`src/trig_qual_pkg.sv`:
```
// trigger qualifier package: types, register map, field layouts, reset values
// assumes 8-bit samples and a 24-bit cycle counter at the sample clock
// Overview of operation
// one of four channels feeds the qualifier
// window mode fires crossing high or low
// absolute type: lower and upper set independently
// relative type: center minus/plus delta thresholds
// lower threshold clamped at or below upper
// full swing triggers on rising and falling
// upper-only swing triggers on rising only
// lower-only swing triggers on falling only
// interval timed between same-direction crossings
// less-than fires when interval shorter
// greater-than fires when interval longer
// in-range fires between lower and upper
// out-of-range fires outside the band
// timeout offers edge/state variant, slope, time
// edge variant: no same slope before timeout
// state variant: no opposite slope before timeout
// saturating cycle counter restarts on start crossing
// consecutive sample compare, one-cycle trigger pulse
package trig_qual_pkg;
  localparam int SAMPLE_W = 8;
  localparam int CNT_W    = 24;
  localparam int ADDR_W   = 4;
  localparam int DATA_W   = 32;

  // register offsets
  localparam logic [ADDR_W-1:0] CTRL_ADDR   = 4'h0;
  localparam logic [ADDR_W-1:0] LEVEL_ADDR  = 4'h1;
  localparam logic [ADDR_W-1:0] TLOW_ADDR   = 4'h2;
  localparam logic [ADDR_W-1:0] THIGH_ADDR  = 4'h3;
  localparam logic [ADDR_W-1:0] STATUS_ADDR = 4'h4;

  // control field positions
  localparam int CTRL_CH_LSB      = 0;  // 2 bits source channel
  localparam int CTRL_MODE_LSB    = 2;  // 2 bits trigger type
  localparam int CTRL_WIN_REL_BIT = 4;  // relative window type
  localparam int CTRL_SLOPE_BIT   = 5;  // 1 = falling
  localparam int CTRL_LIMIT_LSB   = 6;  // 2 bits limit condition
  localparam int CTRL_VAR_BIT     = 8;  // timeout variant, 1 = state
  localparam int CTRL_EN_BIT      = 9;  // qualifier enable
  // level register: [7:0] lower/center, [15:8] upper/delta
  localparam int LVL_A_LSB = 0;
  localparam int LVL_B_LSB = 8;

  // reset values
  localparam logic [9:0]        CTRL_RST  = 10'h000;
  localparam logic [15:0]       LEVEL_RST = 16'hC040;
  localparam logic [CNT_W-1:0]  TIME_RST  = 24'h000064;

  typedef enum logic [1:0] {MODE_OFF, MODE_WINDOW, MODE_INTERVAL, MODE_TIMEOUT} trig_mode_t;
  typedef enum logic [1:0] {LIM_LT, LIM_GT, LIM_IN, LIM_OUT} limit_t;

  // configuration carried as one struct
  typedef struct packed {
    logic                 enable;
    logic                 timeout_variant_select; // 0 edge, 1 state
    limit_t               limit;
    logic                 slope_fall;
    logic                 win_relative;
    trig_mode_t           mode;
    logic [1:0]           channel;
  } cfg_t;

  // register bus request
  typedef struct packed {
    logic              wr;
    logic              rd;
    logic [ADDR_W-1:0] addr;
    logic [DATA_W-1:0] wdata;
  } bus_req_t;
endpackage

```
`src/trig_qual.sv`:
```
// window / interval / signal timeout trigger qualifier
// samples arrive on sys_clk_i from digitizer logic in the same domain, so no synchroniser
`timescale 1ns/1ns
module trig_qual (
  input  wire logic                                sys_clk_i,
  input  wire logic                                rst_n_i,
  input  wire logic                                clk_en_i,
  input  wire logic [4*trig_qual_pkg::SAMPLE_W-1:0] samples_i,
  input  wire trig_qual_pkg::bus_req_t             bus_i,
  output logic [trig_qual_pkg::DATA_W-1:0]          rdata_o,
  output logic                                     trig_o
);
  import trig_qual_pkg::*;

  cfg_t                cfg, next_cfg;
  logic [15:0]         level, next_level;
  logic [CNT_W-1:0]    t_low, next_t_low;
  logic [CNT_W-1:0]    t_high, next_t_high;
  logic [DATA_W-1:0]   next_rdata;
  logic [SAMPLE_W-1:0] src, prev, next_prev;
  logic                prev_valid, next_prev_valid;
  logic [CNT_W-1:0]    cnt, next_cnt;
  logic                armed, next_armed;
  logic                fired, next_fired;
  logic                next_trig;
  logic [SAMPLE_W-1:0] lo_th, hi_th;
  logic [SAMPLE_W:0]   rel_lo, rel_hi;
  logic                up_hi, dn_lo, up_lvl, dn_lvl, start_x, stop_x;
  logic                lim_ok;

  // channel mux; one slice per channel
  logic [SAMPLE_W-1:0] ch [4];
  genvar g;
  generate
    for (g = 0; g < 4; g++) begin : g_ch
      assign ch[g] = samples_i[g*SAMPLE_W +: SAMPLE_W];
    end
  endgenerate
  assign src = ch[cfg.channel];

  // thresholds: relative form saturates at the sample range
  always_comb begin
    rel_lo = {1'b0, level[LVL_A_LSB +: SAMPLE_W]} - {1'b0, level[LVL_B_LSB +: SAMPLE_W]};
    rel_hi = {1'b0, level[LVL_A_LSB +: SAMPLE_W]} + {1'b0, level[LVL_B_LSB +: SAMPLE_W]};
    if (cfg.win_relative) begin
      lo_th = rel_lo[SAMPLE_W] ? '0 : rel_lo[SAMPLE_W-1:0];
      hi_th = rel_hi[SAMPLE_W] ? '1 : rel_hi[SAMPLE_W-1:0];
    end else begin
      lo_th = level[LVL_A_LSB +: SAMPLE_W];
      hi_th = level[LVL_B_LSB +: SAMPLE_W];
      // a level left over from relative use may sit above the upper one
      if (lo_th > hi_th) lo_th = hi_th;
    end
  end

  // crossings from consecutive samples; single level is the lower field
  always_comb begin
    up_hi  = prev_valid && prev < hi_th && src >= hi_th;
    dn_lo  = prev_valid && prev > lo_th && src <= lo_th;
    up_lvl = prev_valid && prev < lo_th && src >= lo_th;
    dn_lvl = prev_valid && prev > lo_th && src <= lo_th;
    start_x = cfg.slope_fall ? dn_lvl : up_lvl;
    stop_x  = cfg.timeout_variant_select ? (cfg.slope_fall ? up_lvl : dn_lvl) : start_x;
  end

  // interval limit test on the count at the closing crossing
  always_comb begin
    unique case (cfg.limit)
      LIM_LT:  lim_ok = cnt < t_low;
      LIM_GT:  lim_ok = cnt > t_low;
      LIM_IN:  lim_ok = cnt > t_low && cnt < t_high;
      LIM_OUT: lim_ok = cnt < t_low || cnt > t_high;
    endcase
  end

  // register writes and read data; absolute lower kept at or below upper
  always_comb begin
    next_cfg    = cfg;
    next_level  = level;
    next_t_low  = t_low;
    next_t_high = t_high;
    next_rdata  = '0;
    if (bus_i.wr) begin
      unique case (bus_i.addr)
        CTRL_ADDR: next_cfg = cfg_t'(bus_i.wdata[9:0]);
        LEVEL_ADDR: begin
          next_level = bus_i.wdata[15:0];
          // absolute: lower clamped to upper, it cannot pass it
          if (!next_cfg.win_relative && next_level[LVL_A_LSB +: SAMPLE_W] > next_level[LVL_B_LSB +: SAMPLE_W])
            next_level[LVL_A_LSB +: SAMPLE_W] = next_level[LVL_B_LSB +: SAMPLE_W];
        end
        TLOW_ADDR:  next_t_low  = bus_i.wdata[CNT_W-1:0];
        THIGH_ADDR: next_t_high = bus_i.wdata[CNT_W-1:0];
        default: ;
      endcase
    end
    if (bus_i.rd) begin
      unique case (bus_i.addr)
        CTRL_ADDR:   next_rdata = {22'h000000, cfg};
        LEVEL_ADDR:  next_rdata = {16'h0000, level};
        TLOW_ADDR:   next_rdata = {8'h00, t_low};
        THIGH_ADDR:  next_rdata = {8'h00, t_high};
        STATUS_ADDR: next_rdata = {7'h00, armed, hi_th, lo_th, src};
        default:     next_rdata = '0;
      endcase
    end
  end

  // qualifier state and trigger pulse
  always_comb begin
    next_prev       = src;
    next_prev_valid = 1'b1;
    next_cnt        = (&cnt) ? cnt : cnt + 1'b1;
    next_armed      = armed;
    next_fired      = fired;
    next_trig       = 1'b0;
    if (!cfg.enable) begin
      next_armed = 1'b0;
      next_fired = 1'b0;
    end else begin
      unique case (cfg.mode)
        MODE_WINDOW: next_trig = up_hi || dn_lo;
        MODE_INTERVAL: begin
          if (start_x) begin
            next_trig  = armed && lim_ok;
            next_armed = 1'b1;
            next_cnt   = '0;
          end
        end
        MODE_TIMEOUT: begin
          if (armed && !fired && cnt > t_low) begin
            next_trig  = 1'b1;
            next_fired = 1'b1;
          end
          if (armed && stop_x) next_armed = 1'b0;
          if (start_x) begin
            next_armed = 1'b1;
            next_fired = 1'b0;
            next_cnt   = '0;
          end
        end
        default: next_armed = 1'b0;
      endcase
    end
  end

  always_ff @(posedge sys_clk_i or negedge rst_n_i) begin
    if (!rst_n_i) begin
      cfg        <= cfg_t'(CTRL_RST);
      level      <= LEVEL_RST;
      t_low      <= TIME_RST;
      t_high     <= TIME_RST;
      rdata_o    <= '0;
      prev       <= '0;
      prev_valid <= 1'b0;
      cnt        <= '0;
      armed      <= 1'b0;
      fired      <= 1'b0;
      trig_o     <= 1'b0;
    end else if (clk_en_i) begin
      cfg        <= next_cfg;
      level      <= next_level;
      t_low      <= next_t_low;
      t_high     <= next_t_high;
      rdata_o    <= next_rdata;
      prev       <= next_prev;
      prev_valid <= next_prev_valid;
      cnt        <= next_cnt;
      armed      <= next_armed;
      fired      <= next_fired;
      trig_o     <= next_trig;
    end
  end
endmodule // trig_qual

```
`config.mk`:
```
export PLATFORM = sky130hd
export DESIGN_NAME = trig_qual
export DESIGN_NICKNAME = d
export VERILOG_FILES = /design/src/trig_qual_pkg.sv /design/src/trig_qual.sv
export SDC_FILE = /design/constraint.sdc
export NUM_CORES = 1
export LEC_CHECK = 0
export ABC_AREA = 1
export BUFFER_PORTS_ARGS = -buffer_cell sky130_fd_sc_hd__buf_2
export CORE_MARGIN = 2
export CORE_UTILIZATION = 42
export CTS_CLUSTER_DIAMETER = 50
export DETAILED_ROUTE_END_ITERATION = 6
export GPL_TIMING_DRIVEN = 0
export PLACE_DENSITY_LB_ADDON = 0.12
export SETUP_SLACK_MARGIN = 0.2
export SLEW_MARGIN = 20
export SYNTH_ARGS = -nofsm -noshare
export SYNTH_HDL_FRONTEND = slang
export SYNTH_SLANG_ARGS = --single-unit
```
`constraint.sdc`:
```
create_clock -name sys_clk_i -period 3.3 [get_ports sys_clk_i]
set_input_delay 0.66 -clock sys_clk_i [delete_from_list [all_inputs] [get_ports sys_clk_i]]
set_output_delay 0.66 -clock sys_clk_i [all_outputs]
set_load 0.005 [all_outputs]
```
Yosys cells after proc, flatten, opt, wreduce, memory -nomap -nowiden
Index checks and enable logic that the tools add are counted.
{"block": "word_totals", "in_bits": 73, "ff_bits": 142, "output_inout_bits": 33, "word_cells": 107}
{"block": "op_classes", "bitwise": 1, "order_cmp": 13, "eq_ne": 15, "n_mux": 32, "n_addsub": 3, "reduce_logical": 26}
{"operator": "$pmux 25 s5", "n": 1}
{"operator": "$mux 24", "n": 4}
{"operator": "$mux 8", "n": 8}
{"operator": "$gt 24x24->1", "n": 2}
{"operator": "$lt 24x24->1", "n": 2}
{"operator": "$mux 25", "n": 1}
{"operator": "$add 24x1->24 const B", "n": 1}
{"operator": "$gt 8x8->1", "n": 3}
{"operator": "$reduce_and 24->1", "n": 1}
{"operator": "$bmux 8 s2", "n": 1}
{"operator": "$ge 8x8->1", "n": 2}
{"operator": "$lt 8x8->1", "n": 2}
{"operator": "$reduce_and 3->1", "n": 5}
{"operator": "$mux 1", "n": 14}
{"operator": "$logic_and 1x1->1", "n": 12}
{"operator": "$add 8x8->9", "n": 1}
{"operator": "$sub 8x8->9", "n": 1}
{"operator": "$eq 2x2->1 const B", "n": 4}
{"operator": "$eq 4x2->1 const B", "n": 2}
{"operator": "$le 8x8->1", "n": 1}
{"operator": "$pmux 1 s3", "n": 2}
{"operator": "$eq 2x1->1 const B", "n": 2}
{"operator": "$eq 4x1->1 const B", "n": 1}
{"operator": "$eq 4x3->1 const B", "n": 1}
{"operator": "14 further kinds", "n": 16}

Depth between registers and ports, before layout
Gate-level depths: netlist (run 1).
{"block": "depth", "depth_word": 13, "ltp_mapped": 29, "ltp_nobuf": 28}

Least setup slack after synthesis (run 1)
Ideal clock, no wire load.
{"block": "synth_timing", "path_type": "register -> register", "start": "reg level[15]", "end": "reg cnt[11]", "setup_time_ns": 0.113, "synth_period_minus_slack_ns": 3.588, "setup_slack_ns": -0.288, "required_ns": 3.187, "arrival_time_ns": 3.475, "path_buffers": 3, "stages_incl_launch_ff": 23, "cell_sequence": "dfstp_2 -> inv_1 -> ha_1 -> buf_2 -> nand2_1 -> nor3_4 -> nand4_2 -> nand2_2 -> clkbuf_1 -> o21ai_0 -> a22oi_1 -> ha_1 -> nand2_1 -> nor2_1 -> a211oi_1 -> nand2_1 -> nor2_2 -> nand3_2 -> nand2_4 -> nand3_4 -> buf_6 -> nand2_1 -> inv_1"}
{"block": "synth_between", "elab_chain_len": 10, "word_cells_on_any_way": 17, "cone_classes": "1 x add/sub; 5 x order compare; 7 x mux; 4 x reduce/logical"}
{"item": "start, declared", "line": "trig_qual.sv:16", "text": "logic [15:0] level, next_level;"}
{"item": "start signal, assigned", "line": "trig_qual.sv:162", "text": "level <= next_level;"}
{"item": "$sub 8x8->9 / $gt 8x8->1 (equally long branches)", "line": "trig_qual.sv:43, trig_qual.sv:52"}
{"item": "$mux 8, on equally long branches", "line": "trig_qual.sv:46, trig_qual.sv:52"}
{"item": "$mux 8 *", "line": "trig_qual.sv:45", "text": "if (cfg.win_relative) begin"}
{"item": "$lt 8x8->1 / $gt 8x8->1 (equally long branches)", "line": "trig_qual.sv:60, trig_qual.sv:61"}
{"item": "$logic_and 1x1->1, on equally long branches (2 in a row)", "line": "trig_qual.sv:60, trig_qual.sv:61"}
{"item": "$mux 1 *", "line": "trig_qual.sv:62", "text": "start_x = cfg.slope_fall ? dn_lvl : up_lvl;"}
{"item": "$mux 24 *", "line": "trig_qual.sv:124, trig_qual.sv:136"}
{"item": "$mux 24 *"}
{"item": "$mux 24 *", "line": "trig_qual.sv:117", "text": "if (!cfg.enable) begin"}
{"item": "end signal, assigned", "line": "trig_qual.sv:168", "text": "cnt <= next_cnt;"}
{"item": "end, declared", "line": "trig_qual.sv:22", "text": "logic [CNT_W-1:0] cnt, next_cnt;"}
Mark *: on every way between the ends. The rest lies on a longest branch, timed or not.
A chain may end at the register's enable or synchronous reset.

Final worst setup path (run 1)
{"block": "layout_timing", "start": "reg level[15]", "end": "reg cnt[19]"}
The elaborated chain is that of the path after synthesis.

==> flow_summary.json, run 1 <==
{
  "path_clk_slew_ns": 0.06,
  "cts_sinks": 135,
  "finalSetupViolCount": 27,
  "run_status": "finished, violations left",
  "maxClockFrequency_ghz": 0.257,
  "path_class": "reg2reg",
  "unrepaired_setup_endpoints_after_global_routing": "yes",
  "cp_top_family": "simple AND/OR/NAND/NOR gates",
  "firstDrtPassIters": 5,
  "wl_mm": 33.9,
  "timing.critical_path.arrival_ns": 4.22,
  "slew_viol_final": 0,
  "num_rows": 55,
  "synth_simple_gate_area_share_pct": 21.3,
  "final_min_period_over_clock_period_pct": 118,
  "cp_max_fo": 5,
  "ys_seq_elements": 135,
  "hold_path.class": "in2async",
  "cts_tree": "built",
  "initial_antenna_violation_count": 0,
  "timing.critical_path.to_type": "flip-flop",
  "cp_cell_sequence": "inv_4 -> ha_4 -> buf_8 -> nand2_4 -> nor3_4 -> nand4_2 -> nand2_4 -> buf_8 -> o21ai_0 -> a21oi_1 -> a21oi_4 -> ha_2 -> a21oi_2 -> nor2_2 -> a211oi_2 -> nand2_2 -> nor2_4 -> nand3_4 -> nand2_4 -> nand3_4 -> buf_12 -> buf_8 -> nand2_2 -> inv_1",
  "place.detailed.instances": 1655,
  "clockBufferDepth": 2,
  "worst-slew-pin-transition_ns": 0.844,
  "grt_start_max_net_pins": 71,
  "port-buffer-count": 90,
  "drc": 0,
  "synth_area_per_cell_um2": 7.60,
  "finalNetCount": 1621,
  "design.portCount": 106,
  "cts_buffers": 17,
  "wire_length_of_the_first_global_routing_pass_mm": 51.4,
  "routedWlPerCell_um": 19.4,
  "gr-total-overflow": 0,
  "hold_violations": 0,
  "num_vias": 9556,
  "nFillCells": 2157,
  "syn_inst": 1273,
  "multi_input_area_um2": 5770,
  "synth_largest_area_cell": "sky130_fd_sc_hd__dfrtp_1",
  "area_fraction_in_compound_gates_after_synthesis_pct": 17.7,
  "netlist-cell-type-count": 55,
  "ff_latch_area_um2": 3390,
  "cap_viol_max_count": 0,
  "violations": "negative setup slack",
  "htree_levels": 4,
  "clock-root-buffer": "sky130_fd_sc_hd__clkbuf_16",
  "grt_use_total_pct": 28.1,
  "synth_xor_xnor_area_share_pct": 1.81,
  "skew_ns": 0.00972,
  "fp.dieArea_um2": 24300,
  "seq_total_area_yosys_pct": 35.0,
  "floorplan.initialDensity_pct": 42.7,
  "antenna_cells_inserted": 0,
  "period_minus_slack_ns": 3.88,
  "synth_top_family_by_area": "simple AND/OR/NAND/NOR gates",
  "worst_slack_ns": -0.584,
  "synth.area.mux_share_pct": 0,
  "power_density_nw_per_um2": 696,
  "synth_largest_type_area_fraction_pct": 32.6,
  "post_synth_fa_ha_maj_area_fraction_pct": 13.6,
  "synthesis.area_um2": 9670,
  "r2r-start": "level[15]",
  "die-height_um": 156,
  "worstPathRequired_ns": 3.63,
  "hold-worst-slack_ns": 0.165,
  "finalWeightedCongestion": 0.901,
  "max-vdd-ir-drop_v": 0.000289,
  "crit_path_top_delay_cell": "sky130_fd_sc_hd__dfstp_2",
  "detail_route.iter0.violations": 922,
  "p_leak_nw": 6.18,
  "worst_setup_path_startpoint": "level[15]",
  "ant_nets": 0,
  "fp.dieW_um": 156,
  "cp.buffers_inverters": 6,
  "core_region_area_um2": 22600,
  "layoutNonFillerInstCount": 1742,
  "share_of_post_route_cells_with_drive_strength_above_1_pct": 22.2,
  "worstSetupStartpointType": "flip-flop",
  "vias_per_cell": 5.49,
  "total_power_mw": 8.46,
  "syn2layout_area_growth_pct": 25.6,
  "worst_case_headroom_to_the_max_slew_limit_pct": 43.7,
  "synth_top_cells_by_area": "sky130_fd_sc_hd__dfrtp_1, sky130_fd_sc_hd__ha_1, sky130_fd_sc_hd__nand2_1",
  "max_stage_delay_ns": 0.56,
  "grt_pass1_vias": 8914,
  "yosys_warnings": 0,
  "hpwl_detailed_mm": 25.8,
  "clk_latency_ns": 0.44
}
placed cells by master, fill, tap and decap left out, types with 32 or more instances in the layout:
cell type                  instances
sky130_fd_sc_hd__nand3_1          46
sky130_fd_sc_hd__nand2_1         264
sky130_fd_sc_hd__dfrtp_1         125
sky130_fd_sc_hd__inv_1           184
sky130_fd_sc_hd__o22ai_1          34
sky130_fd_sc_hd__a21oi_1          49
sky130_fd_sc_hd__o21ai_0         117
sky130_fd_sc_hd__nor2_1           57
sky130_fd_sc_hd__ha_1             91
sky130_fd_sc_hd__clkbuf_1         32
sky130_fd_sc_hd__buf_2            92
sky130_fd_sc_hd__buf_4            53
synth_stat cells, drive strengths merged:
cell type  instances
a2111oi            1
a21oi             60
nand3b             3
o22ai             35
clkinv             3
o221ai             9
o21ai            128
o21bai             9
dfrtp            126
ha               102
o2111ai            1
nor4b              1
nand2            286
dfstp              9
a21o               3
o211ai             1
nor3              16
buf               16
o211a              1
nand4             19
o21a               4
inv              205
a31oi              4
clkbuf            33
o31ai              2
conb               1
fa                 2
a22o              11
a22oi              3
a31o               1
xor2              16
a211oi            13
a32o               1
or2                2
nand3             66
nor2              64
a221oi             3
nor4               7
xnor2              4
or3                1
o32a               1
final timing paths:
kind | to | slack, ns | cells past startpoint
hold / removal | prev[7] | 0.17 | 1
setup / recovery | cnt[19] | -0.58 | 24
setup reg to reg | cnt[19] | -0.58 | 24
max in group asynchronous | t_low[6] | 2.33 | 2
hold reg to reg | rdata_o[8] | 0.48 | 1
min in group sys_clk_i | level[12] | 0.47 | 3
report_power, final:
group | internal, mW | switching (mW)
clock | 1.07 | 0.866
sequential | 1.95 | 0.336
combinational | 1.73 | 2.50
cells by family (layout without fill, tap and decap cells):
family / count (synthesis) / after routing
AO/OA/AOI/OAI: 291 / 291
XOR/XNOR: 20 / 20
adder cells (fa/ha/maj): 104 / 104
buffers and inverters: 257 / 435
flip-flops: 135 / 135
other: 1 / 7
AND/OR/NAND/NOR: 465 / 465
layer usage:
metal	track usage, %	wire, um	vias up
met4	9.35	865	0
met1	39.7	15300	4522
li1	-	-	4591
met2	43.0	15000	397
met5	0	0	-
met3	5.69	2680	46
sequential cells by signal, indices dropped and copies added, names as in the netlist, 8 cells and up:
signal	count
prev	8
cfg	10
level	16
t_low	24
t_high	24
cnt	24
rdata_o	25
through the flow:
| stage | instance area [um^2] | setup WS (ns) | util (%) | setup TNS [ns] |
|---|---|---|---|---|
| finish | 12100 | -0.584 | 53.6 | -14.92 |
| global route | 12100 | -0.783 | 53.6 | -20.20 |
| CTS | 11700 | -0.495 | 51.9 | -12.65 |
| detailed placement | 10600 | -1.15 | 46.9 | -29.25 |
| global placement | 10600 | -1.14 | 46.7 | -83.67 |
| floorplan | 9760 | -0.100 | - | -1.73 |
layout make-up:
| class | instances | area share [%] |
|---|---|---|
| buffer | 49 | 2.26 |
| clock buffer | 17 | 3.50 |
| clock inverter | 15 | 1.28 |
| inverter | 208 | 6.51 |
| multi-input combinational | 887 | 47.5 |
| sequential | 135 | 27.9 |
| tap | 285 | 2.94 |
| timing repair buffer | 146 | 8.07 |
what timing repair did:
action / CTS / global route
hold buffers: 0 / 0
setup endpoints to repair: 30 / 27
pin swaps: 16 / 35
cloned: 3 / 0
resized for setup: 65 / 67
setup buffers: 31 / 21
(Power assumes the default switching activity.)
==> run 2, diff against run 1 <==
--- a/config.mk
+++ b/config.mk
@@ -7,8 +7,10 @@
 export LEC_CHECK = 0
 export ABC_AREA = 1
 export BUFFER_PORTS_ARGS = -buffer_cell sky130_fd_sc_hd__buf_2
+export CELL_PAD_IN_SITES_DETAIL_PLACEMENT = 1
+export CELL_PAD_IN_SITES_GLOBAL_PLACEMENT = 2
 export CORE_MARGIN = 2
-export CORE_UTILIZATION = 42
+export CORE_UTILIZATION = 32
 export CTS_CLUSTER_DIAMETER = 50
 export DETAILED_ROUTE_END_ITERATION = 6
 export GPL_TIMING_DRIVEN = 0
==> run 2 against run 1 <==
  * The flow still finishes with violations (negative setup slack)
  * Die area rose by 30%
  * Flip-flop and latch count did not move
  * Cell area rose by 2.4%
  * Sequential share of layout area fell by 0.58 points
  * Clock-buffer cell count did not move
  * Fmax rose by 2.0%
  * Core utilization fell by 12 points
==> flow_summary.json, run 2 (synthesis gave the netlist of run 1 again) <==
{
  "run_status": "finished, violations left",
  "violations": "negative setup slack",
  "layout.cells.most_common": "sky130_fd_sc_hd__nand2_1",
  "globalRouteMet1Util_pct": 35.4,
  "cp.buffers_inverters": 7,
  "clk_latency_ns": 0.43,
  "path_clk_slew_ns": 0.07,
  "slew_viol_final": 0,
  "routedWlPerCell_um": 21.1,
  "vias_per_cell": 5.13,
  "worst_case_headroom_to_the_max_slew_limit_pct": 46.7,
  "finalSetupViolCount": 27,
  "registers.top_by_ff_count": "rdata_o",
  "htree_levels": 4,
  "hpwl_detailed_mm": 30.6,
  "cp_max_fo": 5,
  "clockBufferDepth": 2,
  "worst-slew-pin-transition_ns": 0.793,
  "stdcell_area_um2": 12400,
  "share_of_post_route_cells_with_drive_strength_above_1_pct": 23.3,
  "drc": 0,
  "worstPathRequired_ns": 3.63,
  "crit_top_cell": "sky130_fd_sc_hd__nand3_4",
  "gr-total-overflow": 0,
  "wl_mm": 39.1,
  "antenna_cells_inserted": 0,
  "post-route-util_pct": 41.9,
  "final_min_period_over_clock_period_pct": 115,
  "largest_register_ffs": 25,
  "wire_length_of_the_first_global_routing_pass_mm": 59.5,
  "worstSetupStartpointType": "flip-flop",
  "period_minus_slack_ns": 3.81,
  "p_leak_nw": 6.23,
  "hold_violations": 0,
  "cts_hold_buffers": 0,
  "design.portCount": 106,
  "crit_path_top_delay_cell": "sky130_fd_sc_hd__dfstp_2",
  "fp.dieW_um": 178,
  "cts_buffers": 17,
  "port-buffer-count": 90,
  "most_frequent_cells_in_the_layout": "sky130_fd_sc_hd__nand2_1, sky130_fd_sc_hd__inv_1, sky130_fd_sc_hd__o21ai_0, sky130_fd_sc_hd__dfrtp_1, sky130_fd_sc_hd__buf_2",
  "syn2layout_area_growth_pct": 28.7,
  "cts_tree": "built",
  "max_stage_delay_ns": 0.56,
  "core_region_area_um2": 29700,
  "die-height_um": 178,
  "skew_ns": 0.0200,
  "grt_use_total_pct": 25.4,
  "fp.dieArea_um2": 31600,
  "dpl-instance-area_um2": 10700,
  "use_met2_pct": 41.2,
  "grt_start_max_net_pins": 72,
  "firstDrtPassIters": 5,
  "clock-root-buffer": "sky130_fd_sc_hd__clkbuf_16",
  "maxClockFrequency_ghz": 0.263,
  "path_class": "reg2reg",
  "busiest_layer_in_global_routing": "met2",
  "cap_viol_max_count": 0,
  "num_vias": 9524,
  "num_rows": 63,
  "hold_path.class": "in2async",
  "floorplan.initialDensity_pct": 32.5,
  "cp_top_family": "simple AND/OR/NAND/NOR gates",
  "timing.critical_path.to_type": "flip-flop",
  "nFillCells": 3663,
  "grt_pass1_vias": 9946,
  "detail_route.iter0.violations": 577,
  "timing.critical_path.arrival_ns": 4.14,
  "ant_nets": 0,
  "initial_antenna_violation_count": 0,
  "globalRouteMet3Util_pct": 3.38,
  "worst_slack_ns": -0.507,
  "unrepaired_setup_endpoints_after_global_routing": "yes",
  "power_density_nw_per_um2": 707,
  "finalWeightedCongestion": 0.849,
  "max-vdd-ir-drop_v": 0.000346,
  "finalNetCount": 1630,
  "cts_sinks": 135
}
## run 2: worst register-to-register path: cells and delay by family (launching register included)
family,cells,cell delay [ns]
and+or+nand+nor,13,1.25
adders and majority gates,2,0.43
AOI/OAI and AO/OA,4,0.74
buffers and inverters,7,0.74
DFF,1,0.56
## run 2: area by class of cell
cell class | count | area [um^2] | area share (%)
plain buffers | 49 | 270 | 2.17
well taps | 390 | 488 | 3.92
inverters | 208 | 797 | 6.41
flip-flops and latches | 135 | 3400 | 27.3
clock inverters | 15 | 189 | 1.52
clock buffers | 17 | 425 | 3.42
multi-input cells | 887 | 5830 | 46.9
repair buffers | 155 | 1040 | 8.36
## run 2: power breakdown
group	leakage, nW	internal [mW]	total, mW	switching [mW]
clock network	0.296	1.21	2.05	0.838
registers	1.70	1.95	2.31	0.363
logic	4.24	1.82	4.43	2.61
total	6.23	4.98	8.79	3.82
## run 2: repair_timing
action,CTS,global route
endpoints found under the hold margin,0,0
buffers inserted,43,18
setup endpoints to repair,30,27
cloned,3,0
resized for setup,81,61
pin swaps,39,35
## run 2: path summary, 6_finish.rpt
check	startpoint	endpoint	slack [ns]	cells past startpoint
setup / recovery	level[14]	cnt[5]	-0.51	26
hold / removal	rst_n_i	prev[3]	0.16	1
setup reg to reg	level[14]	cnt[5]	-0.51	26
hold reg to reg	rdata_o[12]	rdata_o[12]	0.48	2
max in group asynchronous	rst_n_i	level[6]	2.32	2
min in group sys_clk_i	rdata_o[12]	rdata_o[12]	0.48	2
## run 2: layer usage
metal  wire [um]  vias to the layer above
met5           0                        -
met4         905                        0
met3        1570                       40
met2       17900                      210
met1       18800                     4661
li1            -                     4613
## run 2: metrics by stage
step	setup slack, ns	cells	hold slack, ns	TNS (ns)	power [mW]
2_1_floorplan	-0.100	1279	0.364	-1.73	4.47
3_5_place_dp	-1.24	1760	0.469	-27.47	5.65
4_1_cts	-0.493	1838	0.207	-12.46	8.43
3_3_place_gp	-1.24	1759	0.458	-101.85	5.56
6_report	-0.507	1856	0.165	-12.92	8.79
5_1_grt	-0.849	1856	0.215	-18.00	9.43
==> run 3, diff against run 2 <==
--- a/config.mk
+++ b/config.mk
@@ -9,7 +9,6 @@
 export BUFFER_PORTS_ARGS = -buffer_cell sky130_fd_sc_hd__buf_2
 export CELL_PAD_IN_SITES_DETAIL_PLACEMENT = 1
 export CELL_PAD_IN_SITES_GLOBAL_PLACEMENT = 2
-export CORE_MARGIN = 2
 export CORE_UTILIZATION = 32
 export CTS_CLUSTER_DIAMETER = 50
 export DETAILED_ROUTE_END_ITERATION = 6
==> run 3 against run 2 <==
  * The flow still finishes with violations (negative setup slack)
  * Non-clock buffer count decreased by 1
  * First-iteration DRC count shrank 4.7%
  * Critical path depth stayed put
  * Worst hold slack lost 0.049 ns
  * Final cell count barely moved
  * Sequential share of layout area increased by 0.36 points
  * Register-to-register slack lost 0.02 ns
  * Clock power fell by 12%
  * Routed wire length decreased by 1.2%
  * Fmax down 0.42%
  * Critical endpoint is now cnt[19]
  * Combinational power is 3% lower
  * Core utilization shrank 0.59 points
==> flow_summary.json, run 3 (synthesis gave the netlist of run 1 again) <==
{
  "timing.critical_path.to_type": "flip-flop",
  "hpwl_detailed_mm": 30.5,
  "fp.dieW_um": 176,
  "fp.dieArea_um2": 30900,
  "floorplan.initialDensity_pct": 32.5,
  "ff_latch_area_um2": 3400,
  "clockBufferDepth": 2,
  "final_min_period_over_clock_period_pct": 116,
  "hold-worst-slack_ns": 0.115,
  "finalNetCount": 1629,
  "most_frequent_cells_in_the_layout": "sky130_fd_sc_hd__nand2_1, sky130_fd_sc_hd__inv_1, sky130_fd_sc_hd__dfrtp_1, sky130_fd_sc_hd__o21ai_0, sky130_fd_sc_hd__buf_2",
  "pwr-share-clk_pct": 21.5,
  "power.share.sequential_pct": 27.5,
  "hold_path.class": "in2async",
  "num_rows": 63,
  "max-vdd-ir-drop_v": 0.000360,
  "run_status": "finished, violations left",
  "largest_register_ffs": 25,
  "power.net_switching_mw": 3.72,
  "switching_share_of_power_pct": 44.3,
  "maxClockFrequency_ghz": 0.262,
  "rr_endpoint": "cnt[19]",
  "share_of_post_route_cells_with_drive_strength_above_1_pct": 22.5,
  "wl_mm": 38.7,
  "initial_antenna_violation_count": 1,
  "antenna_cells_inserted": 0,
  "power.internal_mw": 4.68,
  "num_vias": 9457,
  "cts_tree": "built",
  "core_region_area_um2": 29700,
  "htree_levels": 4,
  "ff2ff_path_depth": 26,
  "r2r-start": "level[14]",
  "grt_use_total_pct": 25.7,
  "grt_pass1_vias": 9679,
  "firstDrtPassIters": 5,
  "unrepaired_setup_endpoints_after_global_routing": "yes",
  "cts_hold_buffers": 0,
  "layout.cells.most_common": "sky130_fd_sc_hd__nand2_1",
  "period_minus_slack_ns": 3.82,
  "finalWeightedCongestion": 0.861,
  "gr-total-overflow": 0,
  "worstPathRequired_ns": 3.62,
  "cts_sinks": 135,
  "hold_violations": 0,
  "p_comb_share_pct": 51.0,
  "cp_max_fo": 5,
  "port-buffer-count": 90,
  "post-route-util_pct": 41.3,
  "path_class": "reg2reg",
  "stdcell_area_um2": 12300,
  "syn2layout_area_growth_pct": 26.9,
  "routedWlPerCell_um": 20.8,
  "registers.top_by_ff_count": "rdata_o",
  "timing.critical_path.arrival_ns": 4.14,
  "ant_nets": 0,
  "finalSetupViolCount": 27,
  "regToRegSetupSlack_ns": -0.52,
  "design.portCount": 106,
  "slew_viol_final": 0,
  "worst-slew-pin-transition_ns": 0.753,
  "wire_length_of_the_first_global_routing_pass_mm": 58.9,
  "worst_case_headroom_to_the_max_slew_limit_pct": 49.4,
  "dpl-instance-area_um2": 10700,
  "total_power_mw": 8.39,
  "grt_start_max_net_pins": 91,
  "clk_latency_ns": 0.43,
  "nFillCells": 3657,
  "skew_ns": 0.0118,
  "p_leak_nw": 6.17,
  "detail_route.iter0.violations": 550,
  "violations": "negative setup slack",
  "worst_slack_ns": -0.523,
  "multi_input_area_um2": 5750,
  "die-height_um": 176,
  "worstSetupStartpointType": "flip-flop",
  "clock-root-buffer": "sky130_fd_sc_hd__clkbuf_16",
  "path_clk_slew_ns": 0.07,
  "drc": 0,
  "cts_buffers": 17,
  "power_density_nw_per_um2": 684,
  "vias_per_cell": 5.10,
  "cap_viol_max_count": 0
}
==> run 3: changes by cell type in the layout (fill, tap and decap cells not counted), moves of 3 or more <==
| cell | previous run | this run |
|---|---|---|
| sky130_fd_sc_hd__nand3_4 | 9 | 6 |
| sky130_fd_sc_hd__buf_4 | 66 | 63 |
| sky130_fd_sc_hd__bufinv_16 | 3 | 0 |
| sky130_fd_sc_hd__nor2_2 | 0 | 5 |
| sky130_fd_sc_hd__nor2_4 | 6 | 3 |
| sky130_fd_sc_hd__clkbuf_1 | 32 | 35 |
| sky130_fd_sc_hd__dfrtp_1 | 117 | 120 |
| sky130_fd_sc_hd__dfrtp_2 | 9 | 6 |
| sky130_fd_sc_hd__inv_6 | 7 | 4 |
==> run 3: stage by stage <==
step / cells / TNS (ns) / setup WS [ns]
after CTS: 1836 / -12.30 / -0.486
after detailed placement: 1760 / -27.69 / -1.33
after floorplan: 1279 / -1.73 / -0.100
after global placement: 1759 / -94.66 / -1.25
final: 1855 / -13.03 / -0.523
after global routing: 1855 / -17.87 / -0.693
==> run 3: repair_timing <==
action,4_1_cts,5_1_grt
endpoints found under the hold margin,0,0
gates cloned,3,0
pin swaps,30,32
setup endpoints to repair,33,27
setup buffers,41,19
gates resized for setup,88,37
==> run 3: layout make-up <==
class | instances | area share (%)
clock buffer | 20 | 3.56
multi-input combinational | 887 | 46.9
buffer | 49 | 2.24
tap | 390 | 3.98
clock inverter | 12 | 0.785
inverter | 208 | 6.45
sequential | 135 | 27.7
timing repair buffer | 154 | 8.42
==> run 3: worst max-delay path by stage <==
stage                     slack, ns  cells after the start      end      start
after floorplan               -0.10                     24  cnt[11]  level[15]
after global placement        -1.25                     25   trig_o   level[1]
after detailed placement      -1.33                     25   trig_o   level[1]
after CTS                     -0.49                     24  cnt[19]  level[14]
after global routing          -0.69                     25   cnt[4]   level[0]
final                         -0.52                     26  cnt[19]  level[14]
==> run 3: critical path: stages (launching register included) <==
cell and delay, ns:
sky130_fd_sc_hd__dfstp_2 0.56, sky130_fd_sc_hd__inv_4 0.04, sky130_fd_sc_hd__ha_4 0.25, sky130_fd_sc_hd__buf_6 0.11, sky130_fd_sc_hd__nand2_4 0.06, sky130_fd_sc_hd__nor2_2 0.12
sky130_fd_sc_hd__nand3_1 0.10, sky130_fd_sc_hd__nand3_2 0.12, sky130_fd_sc_hd__nand2_4 0.08, sky130_fd_sc_hd__clkbuf_4 0.18, sky130_fd_sc_hd__o21ai_0 0.16, sky130_fd_sc_hd__a21oi_1 0.07
sky130_fd_sc_hd__a21oi_2 0.23, sky130_fd_sc_hd__ha_2 0.22, sky130_fd_sc_hd__a21oi_2 0.06, sky130_fd_sc_hd__nor2_2 0.12, sky130_fd_sc_hd__a211oi_2 0.06, sky130_fd_sc_hd__buf_4 0.13
sky130_fd_sc_hd__buf_4 0.13, sky130_fd_sc_hd__a21oi_4 0.20, sky130_fd_sc_hd__nand3_4 0.10, sky130_fd_sc_hd__nand2_4 0.11, sky130_fd_sc_hd__nand3_4 0.11, sky130_fd_sc_hd__buf_12 0.18
sky130_fd_sc_hd__buf_12 0.13, sky130_fd_sc_hd__nand2_2 0.05, sky130_fd_sc_hd__inv_1 0.03
==> run 3: metal layers <==
layer	up-vias	part of all wire [%]	track usage (%)
met5	-	0	0
met2	203	45	40.6
met1	4628	49	36.8
li1	4598	-	-
met4	0	1.9	6.81
met3	28	4.2	3.01
==> run 3: power by group through the flow <==
stage	registers (mW)	clock network (mW)	logic, mW
floorplan	2.17	0	2.30
global placement	2.32	0	3.23
detailed placement	2.33	0	3.33
CTS	2.31	1.84	3.98
global route	2.35	1.92	4.74
finish	2.31	1.80	4.28
